<file path="src/hdl/vec_pkg.sv">
// shared constants for the video encoder mode and timing control block
package vec_pkg;
  localparam logic [4:0] OMR_ADDR = 5'h04;
  localparam logic [4:0] TMR_ADDR = 5'h07;
  localparam logic [7:0] OMR_RST = 8'h00;
  localparam logic [7:0] TMR_RST = 8'h00;
  // output mode control fields
  localparam int OM_FMT = 0;
  localparam int OM_COMP = 1;
  localparam int OM_SYNC = 2;
  localparam int OM_LVS = 3;
  localparam int OM_PED = 4;
  localparam int OM_BRF = 5;
  localparam int OM_SLEEP = 6;
  // timing mode control fields
  localparam int TM_MS = 0;
  localparam int TM_MODE = 1;
  localparam int TM_BLANK = 3;
  localparam int TM_LUMA = 4;
  localparam int TM_PIX = 6;
  localparam int TM_RST = 7;
  // timing
  localparam int CLK_PERIOD_NS = 5;
  localparam int LUMA_STEP_NS = 74;
  localparam int LUMA_STEP_CYC = (LUMA_STEP_NS + CLK_PERIOD_NS - 1) / CLK_PERIOD_NS;
  localparam int NTSC_LINE_CYC = 1716;
  localparam int PAL_LINE_CYC = 1728;
  localparam int NTSC_LINES = 525;
  localparam int PAL_LINES = 625;
  localparam int HS_WIDTH_CYC = 128;
  localparam int VS_STD_HALF = 2;
  localparam int VS_LONG_NTSC_HALF = 6;
  localparam int VS_LONG_PAL_HALF = 5;
  // arbitrary serial device address, chosen for this block
  localparam logic [6:0] TWI_DEV_ADDR = 7'h2a;
endpackage

</file>
<file path="src/hdl/vec_mode_timing.sv">
// output mode and timing mode control registers with the sync timing counters
module vec_mode_timing #(
  parameter logic [6:0] DEV_ADDR = 7'(vec_pkg::TWI_DEV_ADDR),
  parameter int NTSC_LINE = vec_pkg::NTSC_LINE_CYC,
  parameter int PAL_LINE = vec_pkg::PAL_LINE_CYC,
  parameter int NTSC_FRAME = vec_pkg::NTSC_LINES,
  parameter int PAL_FRAME = vec_pkg::PAL_LINES,
  parameter int HS_WIDTH = vec_pkg::HS_WIDTH_CYC
) (
  input wire logic clk,
  input wire logic rst_n,
  input wire logic scl_in,
  input wire logic sda_in,
  output logic sda_out,
  output logic sda_oe,
  input wire logic pal_select,
  input wire logic hsync_in_n,
  input wire logic vsync_in_n,
  input wire logic blank_in_n,
  output logic hsync_out_n,
  output logic vsync_out_n,
  output logic output_format_select,
  output logic component_standard_select,
  output logic sync_on_colour_enable,
  output logic long_vert_sync_mode,
  output logic setup_pedestal_enable,
  output logic blanking_region_filter_enable,
  output logic low_power_sleep_enable,
  output logic master_slave_select,
  output logic [1:0] timing_mode_field,
  output logic blank_input_enable,
  output logic [1:0] luma_delay_field,
  output logic [7:0] luma_delay_cycles,
  output logic pixel_port_format,
  output logic colour_dac_ypbpr,
  output logic colour_dac_sync,
  output logic blank_force,
  output logic [10:0] h_count,
  output logic [9:0] v_count
);
  typedef struct packed {
    logic [7:0] omr;
    logic [7:0] tmr;
    logic [2:0] in_m;
    logic [2:0] in_s;
    logic [2:0] in_p;
    logic [10:0] h;
    logic [9:0] v;
    logic hs_n, vs_n, ypbpr, rgb_sync, ped, blank;
    logic [7:0] luma;
  } vec_state_t;
  vec_state_t s_r, s_nxt;

  logic reg_wr;
  logic [4:0] reg_addr;
  logic [7:0] reg_wdata;
  logic [7:0] reg_rdata;
  logic master, hold, line_end;
  logic [10:0] line_len, half_len;
  logic [9:0] frame_len;
  logic [11:0] half_idx, vs_len;
  logic hs_fall, vs_fall;

  vec_twi_slave #(.DEV_ADDR(DEV_ADDR)) u_port (
    .clk(clk),
    .rst_n(rst_n),
    .scl_in(scl_in),
    .sda_in(sda_in),
    .sda_out(sda_out),
    .sda_oe(sda_oe),
    .reg_wr(reg_wr),
    .reg_addr(reg_addr),
    .reg_wdata(reg_wdata),
    .reg_rdata(reg_rdata)
  );

  always_comb begin
    case (reg_addr)
      vec_pkg::OMR_ADDR: reg_rdata = s_r.omr;
      vec_pkg::TMR_ADDR: reg_rdata = s_r.tmr;
      default: reg_rdata = 8'h00;
    endcase
  end

  always_comb begin
    s_nxt = s_r;
    master = s_r.tmr[vec_pkg::TM_MS];
    // timing reset high holds counters; sleep freezes them
    hold = s_r.tmr[vec_pkg::TM_RST] | s_r.omr[vec_pkg::OM_SLEEP];
    line_len = pal_select ? 11'(PAL_LINE) : 11'(NTSC_LINE);
    half_len = {1'b0, line_len[10:1]};
    frame_len = pal_select ? 10'(PAL_FRAME) : 10'(NTSC_FRAME);
    line_end = (s_r.h == line_len - 11'h001);
    hs_fall = s_r.in_p[0] & ~s_r.in_s[0];
    vs_fall = s_r.in_p[1] & ~s_r.in_s[1];
    half_idx = {1'b0, s_r.v, 1'b0} + {11'h000, (s_r.h >= half_len)};
    // long vertical sync width in half lines
    if (s_r.omr[vec_pkg::OM_LVS]) begin
      vs_len = pal_select ? 12'(vec_pkg::VS_LONG_PAL_HALF) : 12'(vec_pkg::VS_LONG_NTSC_HALF);
    end else begin
      vs_len = 12'(vec_pkg::VS_STD_HALF);
    end
    // register writes accepted in sleep too
    if (reg_wr && reg_addr == vec_pkg::OMR_ADDR) s_nxt.omr = reg_wdata;
    if (reg_wr && reg_addr == vec_pkg::TMR_ADDR) s_nxt.tmr = reg_wdata;
    s_nxt.in_m = {blank_in_n, vsync_in_n, hsync_in_n};
    s_nxt.in_s = s_r.in_m;
    s_nxt.in_p = s_r.in_s;
    // counters restart from zero when the reset bit falls
    if (s_r.tmr[vec_pkg::TM_RST]) begin
      s_nxt.h = 11'h000;
      s_nxt.v = 10'h000;
    end else if (!hold) begin
      s_nxt.h = line_end ? 11'h000 : s_r.h + 11'h001;
      if (line_end) s_nxt.v = (s_r.v == frame_len - 10'h001) ? 10'h000 : s_r.v + 10'h001;
      // slave vsync of any length is tolerated, only its edge is used
      if (!master && hs_fall) s_nxt.h = 11'h000;
      if (!master && vs_fall) s_nxt.v = 10'h000;
    end
    // slave mode leaves the sync outputs idle high
    s_nxt.hs_n = ~(master & ~hold & (s_r.h < 11'(HS_WIDTH)));
    // vertical sync low for the programmed half lines
    s_nxt.vs_n = ~(master & ~hold & (half_idx < vs_len));
    // component standard only meaningful with component output
    s_nxt.ypbpr = s_r.omr[vec_pkg::OM_FMT] & s_r.omr[vec_pkg::OM_COMP];
    s_nxt.rgb_sync = s_r.omr[vec_pkg::OM_FMT] & s_r.omr[vec_pkg::OM_SYNC];
    s_nxt.ped = s_r.omr[vec_pkg::OM_PED] & ~pal_select;
    // external blank only honoured in slave mode
    s_nxt.blank = ~master & s_r.tmr[vec_pkg::TM_BLANK] & ~s_r.in_s[2];
    // each step of the field is one luma delay step
    s_nxt.luma = 8'(s_r.tmr[vec_pkg::TM_LUMA +: 2] * vec_pkg::LUMA_STEP_CYC);
  end

  // reset clears the sleep bit along with the rest of both control registers
  always_ff @(posedge clk or negedge rst_n) begin
    if (!rst_n) begin
      s_r <= '{omr: vec_pkg::OMR_RST, tmr: vec_pkg::TMR_RST, in_m: 3'h7, in_s: 3'h7,
               in_p: 3'h7, h: 11'h000, v: 10'h000, hs_n: 1'b1, vs_n: 1'b1,
               ypbpr: 1'b0, rgb_sync: 1'b0, ped: 1'b0, blank: 1'b0, luma: 8'h00};
    end else begin
      s_r <= s_nxt;
    end
  end

  // format select straight from the register
  assign output_format_select = s_r.omr[vec_pkg::OM_FMT];
  assign component_standard_select = s_r.omr[vec_pkg::OM_COMP];
  assign sync_on_colour_enable = s_r.omr[vec_pkg::OM_SYNC];
  assign long_vert_sync_mode = s_r.omr[vec_pkg::OM_LVS];
  assign setup_pedestal_enable = s_r.ped;
  assign blanking_region_filter_enable = s_r.omr[vec_pkg::OM_BRF];
  assign low_power_sleep_enable = s_r.omr[vec_pkg::OM_SLEEP];
  assign master_slave_select = s_r.tmr[vec_pkg::TM_MS];
  assign timing_mode_field = s_r.tmr[vec_pkg::TM_MODE +: 2];
  assign blank_input_enable = s_r.tmr[vec_pkg::TM_BLANK];
  assign luma_delay_field = s_r.tmr[vec_pkg::TM_LUMA +: 2];
  assign luma_delay_cycles = s_r.luma;
  assign pixel_port_format = s_r.tmr[vec_pkg::TM_PIX];
  assign colour_dac_ypbpr = s_r.ypbpr;
  assign colour_dac_sync = s_r.rgb_sync;
  assign blank_force = s_r.blank;
  assign hsync_out_n = s_r.hs_n;
  assign vsync_out_n = s_r.vs_n;
  assign h_count = s_r.h;
  assign v_count = s_r.v;
endmodule

</file>
<file path="src/hdl/vec_twi_slave.sv">
// two-wire serial register port slave with auto-incrementing subaddress
module vec_twi_slave #(
  parameter logic [6:0] DEV_ADDR = 7'h2a // arbitrary address
) (
  input wire logic clk,
  input wire logic rst_n,
  input wire logic scl_in,
  input wire logic sda_in,
  output logic sda_out,
  output logic sda_oe,
  output logic reg_wr,
  output logic [4:0] reg_addr,
  output logic [7:0] reg_wdata,
  input wire logic [7:0] reg_rdata
);
  typedef enum logic [8:0] {
    S_IDLE = 9'h001, S_ADDR = 9'h002, S_ACKA = 9'h004, S_SUB = 9'h008, S_ACKS = 9'h010,
    S_WDAT = 9'h020, S_ACKW = 9'h040, S_RDAT = 9'h080, S_RACK = 9'h100
  } vec_twi_st_t;
  typedef struct packed {
    logic scl_m, scl_s, scl_p, sda_m, sda_s, sda_p;
    vec_twi_st_t st;
    logic [7:0] sh;
    logic [3:0] bcnt;
    logic [4:0] sub;
    logic rw, nack, oe, wr;
  } vec_twi_t;
  vec_twi_t s_r, s_nxt;
  logic start, stop, rise, fall;

  always_comb begin
    s_nxt = s_r;
    s_nxt.scl_m = scl_in;
    s_nxt.scl_s = s_r.scl_m;
    s_nxt.scl_p = s_r.scl_s;
    s_nxt.sda_m = sda_in;
    s_nxt.sda_s = s_r.sda_m;
    s_nxt.sda_p = s_r.sda_s;
    s_nxt.wr = 1'b0;
    start = s_r.scl_s & s_r.scl_p & s_r.sda_p & ~s_r.sda_s;
    stop = s_r.scl_s & s_r.scl_p & ~s_r.sda_p & s_r.sda_s;
    rise = s_r.scl_s & ~s_r.scl_p;
    fall = ~s_r.scl_s & s_r.scl_p;
    if (start) begin
      s_nxt.st = S_ADDR;
      s_nxt.bcnt = 4'h0;
      s_nxt.oe = 1'b0;
    end else if (stop) begin
      s_nxt.st = S_IDLE;
      s_nxt.oe = 1'b0;
    end else begin
      case (s_r.st)
        S_IDLE: s_nxt.oe = 1'b0;
        S_ADDR, S_SUB, S_WDAT: begin
          if (rise) begin
            s_nxt.sh = {s_r.sh[6:0], s_r.sda_s};
            s_nxt.bcnt = s_r.bcnt + 4'h1;
          end else if (fall && s_r.bcnt == 4'h8) begin
            s_nxt.oe = 1'b1;
            s_nxt.rw = s_r.sh[0];
            if (s_r.st == S_ADDR) begin
              s_nxt.st = (s_r.sh[7:1] == DEV_ADDR) ? S_ACKA : S_IDLE;
              s_nxt.oe = (s_r.sh[7:1] == DEV_ADDR);
            end else if (s_r.st == S_SUB) begin
              s_nxt.sub = s_r.sh[4:0];
              s_nxt.st = S_ACKS;
            end else begin
              s_nxt.wr = 1'b1;
              s_nxt.st = S_ACKW;
            end
          end
        end
        S_ACKA: if (fall) begin
          s_nxt.bcnt = 4'h0;
          s_nxt.st = s_r.rw ? S_RDAT : S_SUB;
          s_nxt.sh = reg_rdata;
          s_nxt.oe = s_r.rw & ~reg_rdata[7];
        end
        S_ACKS, S_ACKW: if (fall) begin
          s_nxt.oe = 1'b0;
          s_nxt.bcnt = 4'h0;
          s_nxt.st = S_WDAT;
          if (s_r.st == S_ACKW) s_nxt.sub = s_r.sub + 5'h01;
        end
        S_RDAT: begin
          if (rise) begin
            s_nxt.bcnt = s_r.bcnt + 4'h1;
          end else if (fall) begin
            if (s_r.bcnt == 4'h8) begin
              s_nxt.oe = 1'b0;
              s_nxt.st = S_RACK;
            end else begin
              s_nxt.sh = {s_r.sh[6:0], 1'b0};
              s_nxt.oe = ~s_r.sh[6];
            end
          end
        end
        S_RACK: begin
          if (rise) begin
            s_nxt.nack = s_r.sda_s;
            s_nxt.sub = s_r.sub + 5'h01;
          end else if (fall) begin
            // master nack ends the read; release and wait for stop
            s_nxt.st = s_r.nack ? S_IDLE : S_RDAT;
            s_nxt.bcnt = 4'h0;
            s_nxt.sh = reg_rdata;
            s_nxt.oe = ~s_r.nack & ~reg_rdata[7];
          end
        end
        default: s_nxt.st = S_IDLE;
      endcase
    end
  end

  always_ff @(posedge clk or negedge rst_n) begin
    if (!rst_n) begin
      s_r <= '{scl_m: 1'b1, scl_s: 1'b1, scl_p: 1'b1, sda_m: 1'b1, sda_s: 1'b1,
               sda_p: 1'b1, st: S_IDLE, sh: 8'h00, bcnt: 4'h0, sub: 5'h00,
               rw: 1'b0, nack: 1'b0, oe: 1'b0, wr: 1'b0};
    end else begin
      s_r <= s_nxt;
    end
  end

  assign sda_out = 1'b0;
  assign sda_oe = s_r.oe;
  assign reg_wr = s_r.wr;
  assign reg_addr = s_r.sub;
  assign reg_wdata = s_r.sh;
endmodule

</file>
<file path="config.mk">
export PLATFORM = sky130hd
export DESIGN_NAME = vec_mode_timing
export DESIGN_NICKNAME = d
export VERILOG_FILES = /design/src/hdl/vec_pkg.sv /design/src/hdl/vec_mode_timing.sv /design/src/hdl/vec_twi_slave.sv
export SDC_FILE = /design/constraint.sdc
export NUM_CORES = 1
export LEC_CHECK = 0
export BUFFER_PORTS_ARGS = -buffer_cell sky130_fd_sc_hd__buf_2
export CORE_ASPECT_RATIO = 1.2
export CORE_UTILIZATION = 40
export CTS_CLUSTER_DIAMETER = 120
export DETAILED_ROUTE_END_ITERATION = 8
export PLACE_DENSITY = 0.68
export REMOVE_ABC_BUFFERS = 1
export SLEW_MARGIN = 40
export SYNTH_ARGS = -nofsm -noshare
export SYNTH_HDL_FRONTEND = slang
export SYNTH_SLANG_ARGS = --single-unit
</file>
<file path="constraint.sdc">
create_clock -name clk -period 3.7 [get_ports clk]
set_clock_uncertainty 0.2 [all_clocks]
set_input_delay 0.74 -clock clk [delete_from_list [all_inputs] [get_ports clk]]
set_output_delay 0.74 -clock clk [all_outputs]
set_load 0.01 [all_outputs]
</file>
==> results.md, run 1 <==
- Run status: finished clean
- HPWL after DPL: 8780 um
- GRT overflow: 0
- Synth top area cells: dfrtp_1 36%, dfstp_2 8.5%, buf_4 5.0%
- Maximum clock rate: between 0.3 and 0.4 GHz
- Die Height: 128 um
- Worst-margin pin slew: 0.817 ns
- Core ar.: 12800 um2
- Largest stage delay, worst path: 0.48 ns
- Antenna-violating nets left: 0
- Pwr/cell area: 436 nW/um2
- Cells after Synth: 550
- Initial antenna violation count: 0
- Number of synthesized register bits: 92
- Asr flop ratio synth: between 90% and 100%
- TritonCTS clock tree: done
- Placed Cells: approximately 700
- Initial cell density of the core: 41.3%
- Final net count: 591
- Row cnt: 45
- Mean post-synth cell area: 9.59 um2
- Metal3 WL: 460 um
- CP startpoint: pal_select
- Critical path type: in2reg
- Final Max Slew Viols: 0
- Hold-fix buffers, CTS: 0
- Total power: ~2.5 mW
- RSZ-0062 raised after global routing: no
- TritonCTS Sinks: 92
- Max FO, Critical Path: 12
- Hold crit path type: reg2reg
- Met2 WL post-DR: 6220 um
- Post-synth top cells: 75 x dfrtp_1, 47 x nand2_1, 42 x o21ai_0
- Post-cts resize count: 0
- Count of input and output buffers: 54
- Worst VDD drop: 225 uV
- Number of fill cells: around 1200
- H-tree levels: 3
- Max-cap viol count: 0
- Reg area: between 2000 and 2500 um2
- R2R cell count: 6
- Crit path arrival time: 2.89 ns
- Wire length per cell: ~17 um
- Multi-input gate area: approximately 2500 um2
- DR DRC count: 0
- Pin count of the biggest net entering global routing: 57
- Setup TNS: 0 ns
- Layout area overhead: 9.27%
- WL final: 12300 um
- WHS Path Cells: 0
- Yosys cell types: 62
- Synth area leader: dfrtp_1
- Slew margin rel.: 45.4%
- Die Wd: 107 um
- Clock-pin slew on the worst setup and hold paths: ~0.07 ns
- WP data required: 3.76 ns
- Initial DRC Count: 299
- Slowest CP cell: or4_4
- Top-area cell type share of the netlist area: 35.6%
- Synth Cell Area: 5280 um2
- Die area: approximately 14000 um2
- Final std cells w/o fill: 736
- Vias in the first global route: 4084
- Period utilisation layout: approximately three quarters
- CP Cell Sequence: buf_2 > ha_1 > nand4b_1 > or4_4 > a21oi_2 > nor2_1 > or2_1 > o31ai_2
- Setup crit end kind: flop
- Worst-skew pair later-pin latency: approximately 0.35 ns
- Total clock buffers created by CTS: 9
- Static Leak: 2.65 nW
- Post-CTS setup repair buffer count: 0
- Clk root buf: clkbuf_16
- Syn. warnings: 0
- Hold wc startpoint: u_port.s_nxt[34]$_DFF_PN1_
- Longest Clk Path Bufs: 2
- Top routing layer in use: met4
- Layout cell share with drive strength beyond 1: 21.5%
- Final setup fails: 0
- Final min period: 2.84 ns
- Via/cell ratio: 5.73
- Antenna cell count: 0
- First-pass GRT wire length: 20200 um
- TritonRoute pass-1 iters: 4
- IO Pins: 58
- Post-synth top flop: dfrtp_1
- Startpoint Class: input port
- Total track usage: 18.9%
- Worst R2R Start: u_port.s_r[24]$_DFFE_PN0P_
- Final hold viol count: 0
- Routability cong.: about 0.90
- Seq/Total Area, Yosys: around 44%
- M1 WL: 5230 um
- Via count: 4215
- Post-synth EDFFs: 0
- Count leader, synth: dfrtp_1
-- final timing paths --
| path | slack (ns) | endpoint |
|---|---|---|
| worst min register to register | 0.16 | u_port.s_nxt[33]$_DFF_PN1_ |
| worst min-delay path | 0.16 | u_port.s_nxt[33]$_DFF_PN1_ |
| max in group asynchronous | 2.31 | s_r[35]$_DFF_PN1_ |
| worst max-delay path | 0.86 | v_count[6]$_DFFE_PN0P_ |
| worst max register to register | 0.89 | u_port.reg_addr[1]$_DFFE_PN0P_ |
| min in group asynchronous | 0.26 | v_count[8]$_DFFE_PN0P_ |
-- layout by cell type, fill, tap and decap left out, types with 4 or more instances in the layout --
cell,n
dfrtp_1,75
buf_2,53
nand2_1,47
o21ai_0,42
nand3_1,26
nor2_1,25
inv_1,20
a21oi_1,20
mux2_2,17
dfstp_2,17
ha_1,16
nor2b_1,14
nand2b_1,12
and3_1,12
nand4_1,11
o21ai_1,11
nor3_1,10
xor2_1,9
clkbuf_16,9
a22oi_1,8
nor3b_1,7
o211ai_1,7
buf_4,7
and2_1,6
nand3b_1,5
nor4_1,5
nand4b_1,5
o31ai_1,4
o31ai_2,4
o21a_1,4
-- sequential cells by signal (all words and copies together), names as in the netlist, 2 cells and up --
name	count
u_port.s_r	17
h_count	11
v_count	10
u_port.reg_wdata	8
s_nxt	6
luma_delay_cycles	5
s_r	5
u_port.reg_addr	5
u_port.s_nxt	4
luma_delay_field	2
timing_mode_field	2
-- critical path, delay by kind of cell --
family / cells / cell delay [ns]
buf+inv: 1 / 0.16
compound gates: 2 / 0.41
fa+ha+maj: 1 / 0.32
simple gates: 4 / 1.26
-- where the power goes --
group	leakage, nW	internal [mW]	switching, mW
Combinational	1.29	0.154	0.234
Clock	0.145	0.532	0.409
Sequential	1.22	1.08	0.108
-- kinds of logic after synthesis --
family,after synthesis,share of synthesized area [%]
buffers and inverters,77,8.28
AND/OR/NAND/NOR,204,21.7
other,1,0.0711
multiplexers,19,4.06
AO/OA/AOI/OAI,129,16.1
flip-flops,92,44.0
XOR/XNOR,12,1.99
adder cells (fa/ha/maj),16,3.80
-- stage by stage --
stage	hold WS, ns	cell area, um2	util (%)	setup slack [ns]
3_5_place_dp	0.147	5460	42.8	0.520
6_report	0.156	5760	45.1	0.862
5_1_grt	0.159	5760	45.1	0.677
3_3_place_gp	0.146	5460	42.8	0.616
4_1_cts	0.157	5760	45.1	0.886
2_1_floorplan	0.145	4920	-	0.872
-- final cells by class --
class,count,share of cell area (%)
clock buffers,10,3.97
clock inverters,6,1.24
inverters,20,1.30
multi-input cells,383,43.8
flip-flops and latches,92,40.3
well taps,164,3.56
repair buffers,61,5.86
-- metal layers --
metal,GRT usage (%),vias up
met3,2.75,23
met5,0,-
met2,32.6,102
met1,22.6,2106
met4,10.4,0
li1,-,1984
Note: power is estimated with default switching activity, not from simulation.
==> inputs of run 2 (changes only) <==
--- a/config.mk
+++ b/config.mk
@@ -10,7 +10,7 @@
 export CORE_UTILIZATION = 40
 export CTS_CLUSTER_DIAMETER = 120
 export DETAILED_ROUTE_END_ITERATION = 8
-export PLACE_DENSITY = 0.68
+export PLACE_DENSITY = 0.7
 export REMOVE_ABC_BUFFERS = 1
 export SLEW_MARGIN = 40
 export SYNTH_ARGS = -nofsm -noshare
==> constraint.sdc (replaced) <==
create_clock -name clk -period 2.6 [get_ports clk]
set_clock_uncertainty 0.2 [all_clocks]
set_input_delay 0.52 -clock clk [delete_from_list [all_inputs] [get_ports clk]]
set_output_delay 0.52 -clock clk [all_outputs]
set_load 0.01 [all_outputs]
==> run 2 against run 1 <==
  * Design area rose by 5.2%
  * Hold slack worse by 0.084 ns
  * Largest power group unchanged
  * Non-clock buffer count is 39 higher
==> results.md, run 2 (synthesized netlist as in run 1, its figures left out) <==
- First-pass GRT wire length: 20900 um (+3.4%)
- Count of input and output buffers: 54 (unchanged)
- Max FO, Critical Path: 11 (-1)
- Final std cells w/o fill: 775 (+5.3%)
- Worst VDD drop: 403 uV (+79%)
- Total clock buffers created by CTS: 9 (unchanged)
- Critical path type: reg2reg
- Combinational Power Share: 18.2% (+2.8 points)
- Final Max Slew Viols: 0 (unchanged)
- Core ar.: 12800 um2 (unchanged)
- H-tree levels: 3 (unchanged)
- Period utilisation layout: a little over nine tenths
- CP Cell Sequence: buf_4 > nor4_4 > nand3_1 > o21a_1 > o22ai_1 > buf_4 > mux2_2
- Top reg by flops: u_port.s_r
- HPWL after DPL: 9340 um (+6.4%)
- Slew margin rel.: 62.6% (+17 points)
- Row cnt: 45 (unchanged)
- Most used cell, CP: buf_4
- Max reg flops: 17 (unchanged)
- Slowest CP cell: dfrtp_1
- TritonCTS Sinks: 92 (unchanged)
- Commonest non-fill, non-tap cell in the layout: dfrtp_1
- Seq pwr share: 47.6% (+0.5 points)
- Total track usage: 19.1% (+0.20 points)
- Worst path bufs/invs: 2 (+1)
- Largest stage delay, worst path: 0.44 ns (-0.04 ns)
- Sw frac: 29.7% (-0.22 points)
- Wire length per cell: 16.0 um (-3.7%)
- Via/cell ratio: 5.60 (-2.2%)
- Top delay family on crit path: simple AND/OR/NAND/NOR gates
- Clock-pin slew on the worst setup and hold paths: 0.07 ns (about the same)
- DR DRC count: 0 (unchanged)
- Die Wd: 107 um (unchanged)
- Static Leak: 2.84 nW (+7.1%)
- Clock Power Share: 34.3% (-3.1 points)
- Pwr/cell area: 581 nW/um2 (+33%)
- IO Pins: 58 (unchanged)
- Worst-margin pin slew: 0.553 ns (-0.264 ns)
- Most frequent cells in the layout: 75 x dfrtp_1, 53 x buf_2, 47 x nand2_1
- Hold crit path type: in2reg
- Antenna-violating nets left: 0 (unchanged)
- RSZ-0062 raised after global routing: yes
- Pin count of the biggest net entering global routing: 39 (-32%)
- NetSw: 1.04 mW (+39%)
- TritonRoute pass-1 iters: 6 (+2)
- GRT overflow: 0 (unchanged)
- Initial antenna violation count: 0 (unchanged)
- WP data required: 2.63 ns (-1.13 ns)
- Run status: finished clean
- Initial DRC Count: 247 (-17%)
- Final min period: roughly 2.5 ns
- Internal: 2.48 mW (+41%)
- Layout area overhead: 14.9%
- Final setup fails: 0 (unchanged)
- Total power: 3.52 mW (+40%)
- Die Height: 128 um (unchanged)
- Vias in the first global route: 4305 (+5.4%)
- Initial cell density of the core: 41.3% (unchanged)
- Routability cong.: 0.898 (about the same)
- WL final: 12400 um (+1.4%)
- Max-cap viol count: 0 (unchanged)
- Layout cell share with drive strength beyond 1: 27.0% (+5.5 points)
- Longest Clk Path Bufs: 2 (unchanged)
- Final net count: 630 (+6.6%)
- Setup TNS: 0 ns (unchanged)
- Crit path arrival time: 2.54 ns (-0.35 ns)
- Maximum clock rate: 0.398 GHz
- Startpoint Class: flop
- Via count: 4340 (+3.0%)
- Number of fill cells: 1197 (+0.93%)
- Die area: 13700 um2 (unchanged)
- Final hold viol count: 0 (unchanged)
- Setup crit end kind: flop
- Clk root buf: clkbuf_16
- Antenna cell count: 0 (unchanged)
- Worst-skew pair later-pin latency: 0.34 ns (about the same)
- Placed Cells: 756 (+5.0%)
- TritonCTS clock tree: done
[run 2: final cells by class]
cell class	instances	area [um2]	share of cell area, %
clock buffers	10	229	3.78
clock inverters	6	42.5	0.702
inverters	20	75.1	1.24
multi-input cells	383	2540	41.9
flip-flops and latches	92	2320	38.3
well taps	164	205	3.38
repair buffers	100	646	10.6
[run 2: through the flow]
| step | setup WS, ns | hold WS [ns] | cell area (um2) | util (%) |
|---|---|---|---|---|
| floorplan | -0.228 | 0.0244 | 4920 | - |
| global placement | -0.0368 | 0.147 | 5750 | 45.0 |
| detailed placement | -0.111 | 0.148 | 5750 | 45.0 |
| CTS | 0.0380 | 0.0601 | 6030 | 47.2 |
| global route | -0.0371 | 0.0554 | 6060 | 47.4 |
| finish | 0.0875 | 0.0723 | 6060 | 47.4 |
[run 2: power groups by stage]
stage          logic (mW)  clock network (mW)  registers (mW)
2_1_floorplan       0.348                   0            1.68
3_3_place_gp        0.591                   0            1.69
3_5_place_dp        0.609                   0            1.70
4_1_cts             0.613                1.24            1.67
5_1_grt             0.719                1.31            1.69
6_report            0.639                1.21            1.67
[run 2: worst register-to-register path: cells and delay by family (launching register included)]
kind                   cells  cell delay [ns]
AO/OA/AOI/OAI              2             0.40
AND/OR/NAND/NOR            2             0.60
flip-flops                 1             0.44
multiplexers               1             0.35
buffers and inverters      2             0.40
[run 2: timing repair]
action                                  CTS  global route
endpoints found under the setup margin    0            14
resized for setup                         0             4
hold buffers                              1             0
endpoints found under the hold margin    28             0
buffers inserted                          0             2
[run 2: worst paths after layout]
kind                                            startpoint                               to  slack (ns)  depth (start not counted)
worst max-delay path            u_port.s_r[22]$_DFFE_PN0P_  u_port.reg_wdata[3]$_DFFE_PN0P_        0.09                          7
worst min-delay path                            blank_in_n              s_nxt[40]$_DFF_PN1_        0.07                          1
worst max register to register  u_port.s_r[22]$_DFFE_PN0P_  u_port.reg_wdata[3]$_DFFE_PN0P_        0.09                          7
worst min register to register  u_port.s_nxt[34]$_DFF_PN1_       u_port.s_nxt[33]$_DFF_PN1_        0.15                          0
max in group asynchronous                            rst_n              s_nxt[39]$_DFF_PN1_        1.06                          3
min in group asynchronous                            rst_n           v_count[8]$_DFFE_PN0P_        0.48                          2
[run 2: metal layers]
layer / vias to the layer above / track usage, % / wire [um]
met3: 23 / 3.20 / 527
met1: 2138 / 23.3 / 5290
met2: 119 / 33.7 / 6310
li1: 2060 / - / -
met5: - / 0 / 0
met4: 0 / 7.25 / 297
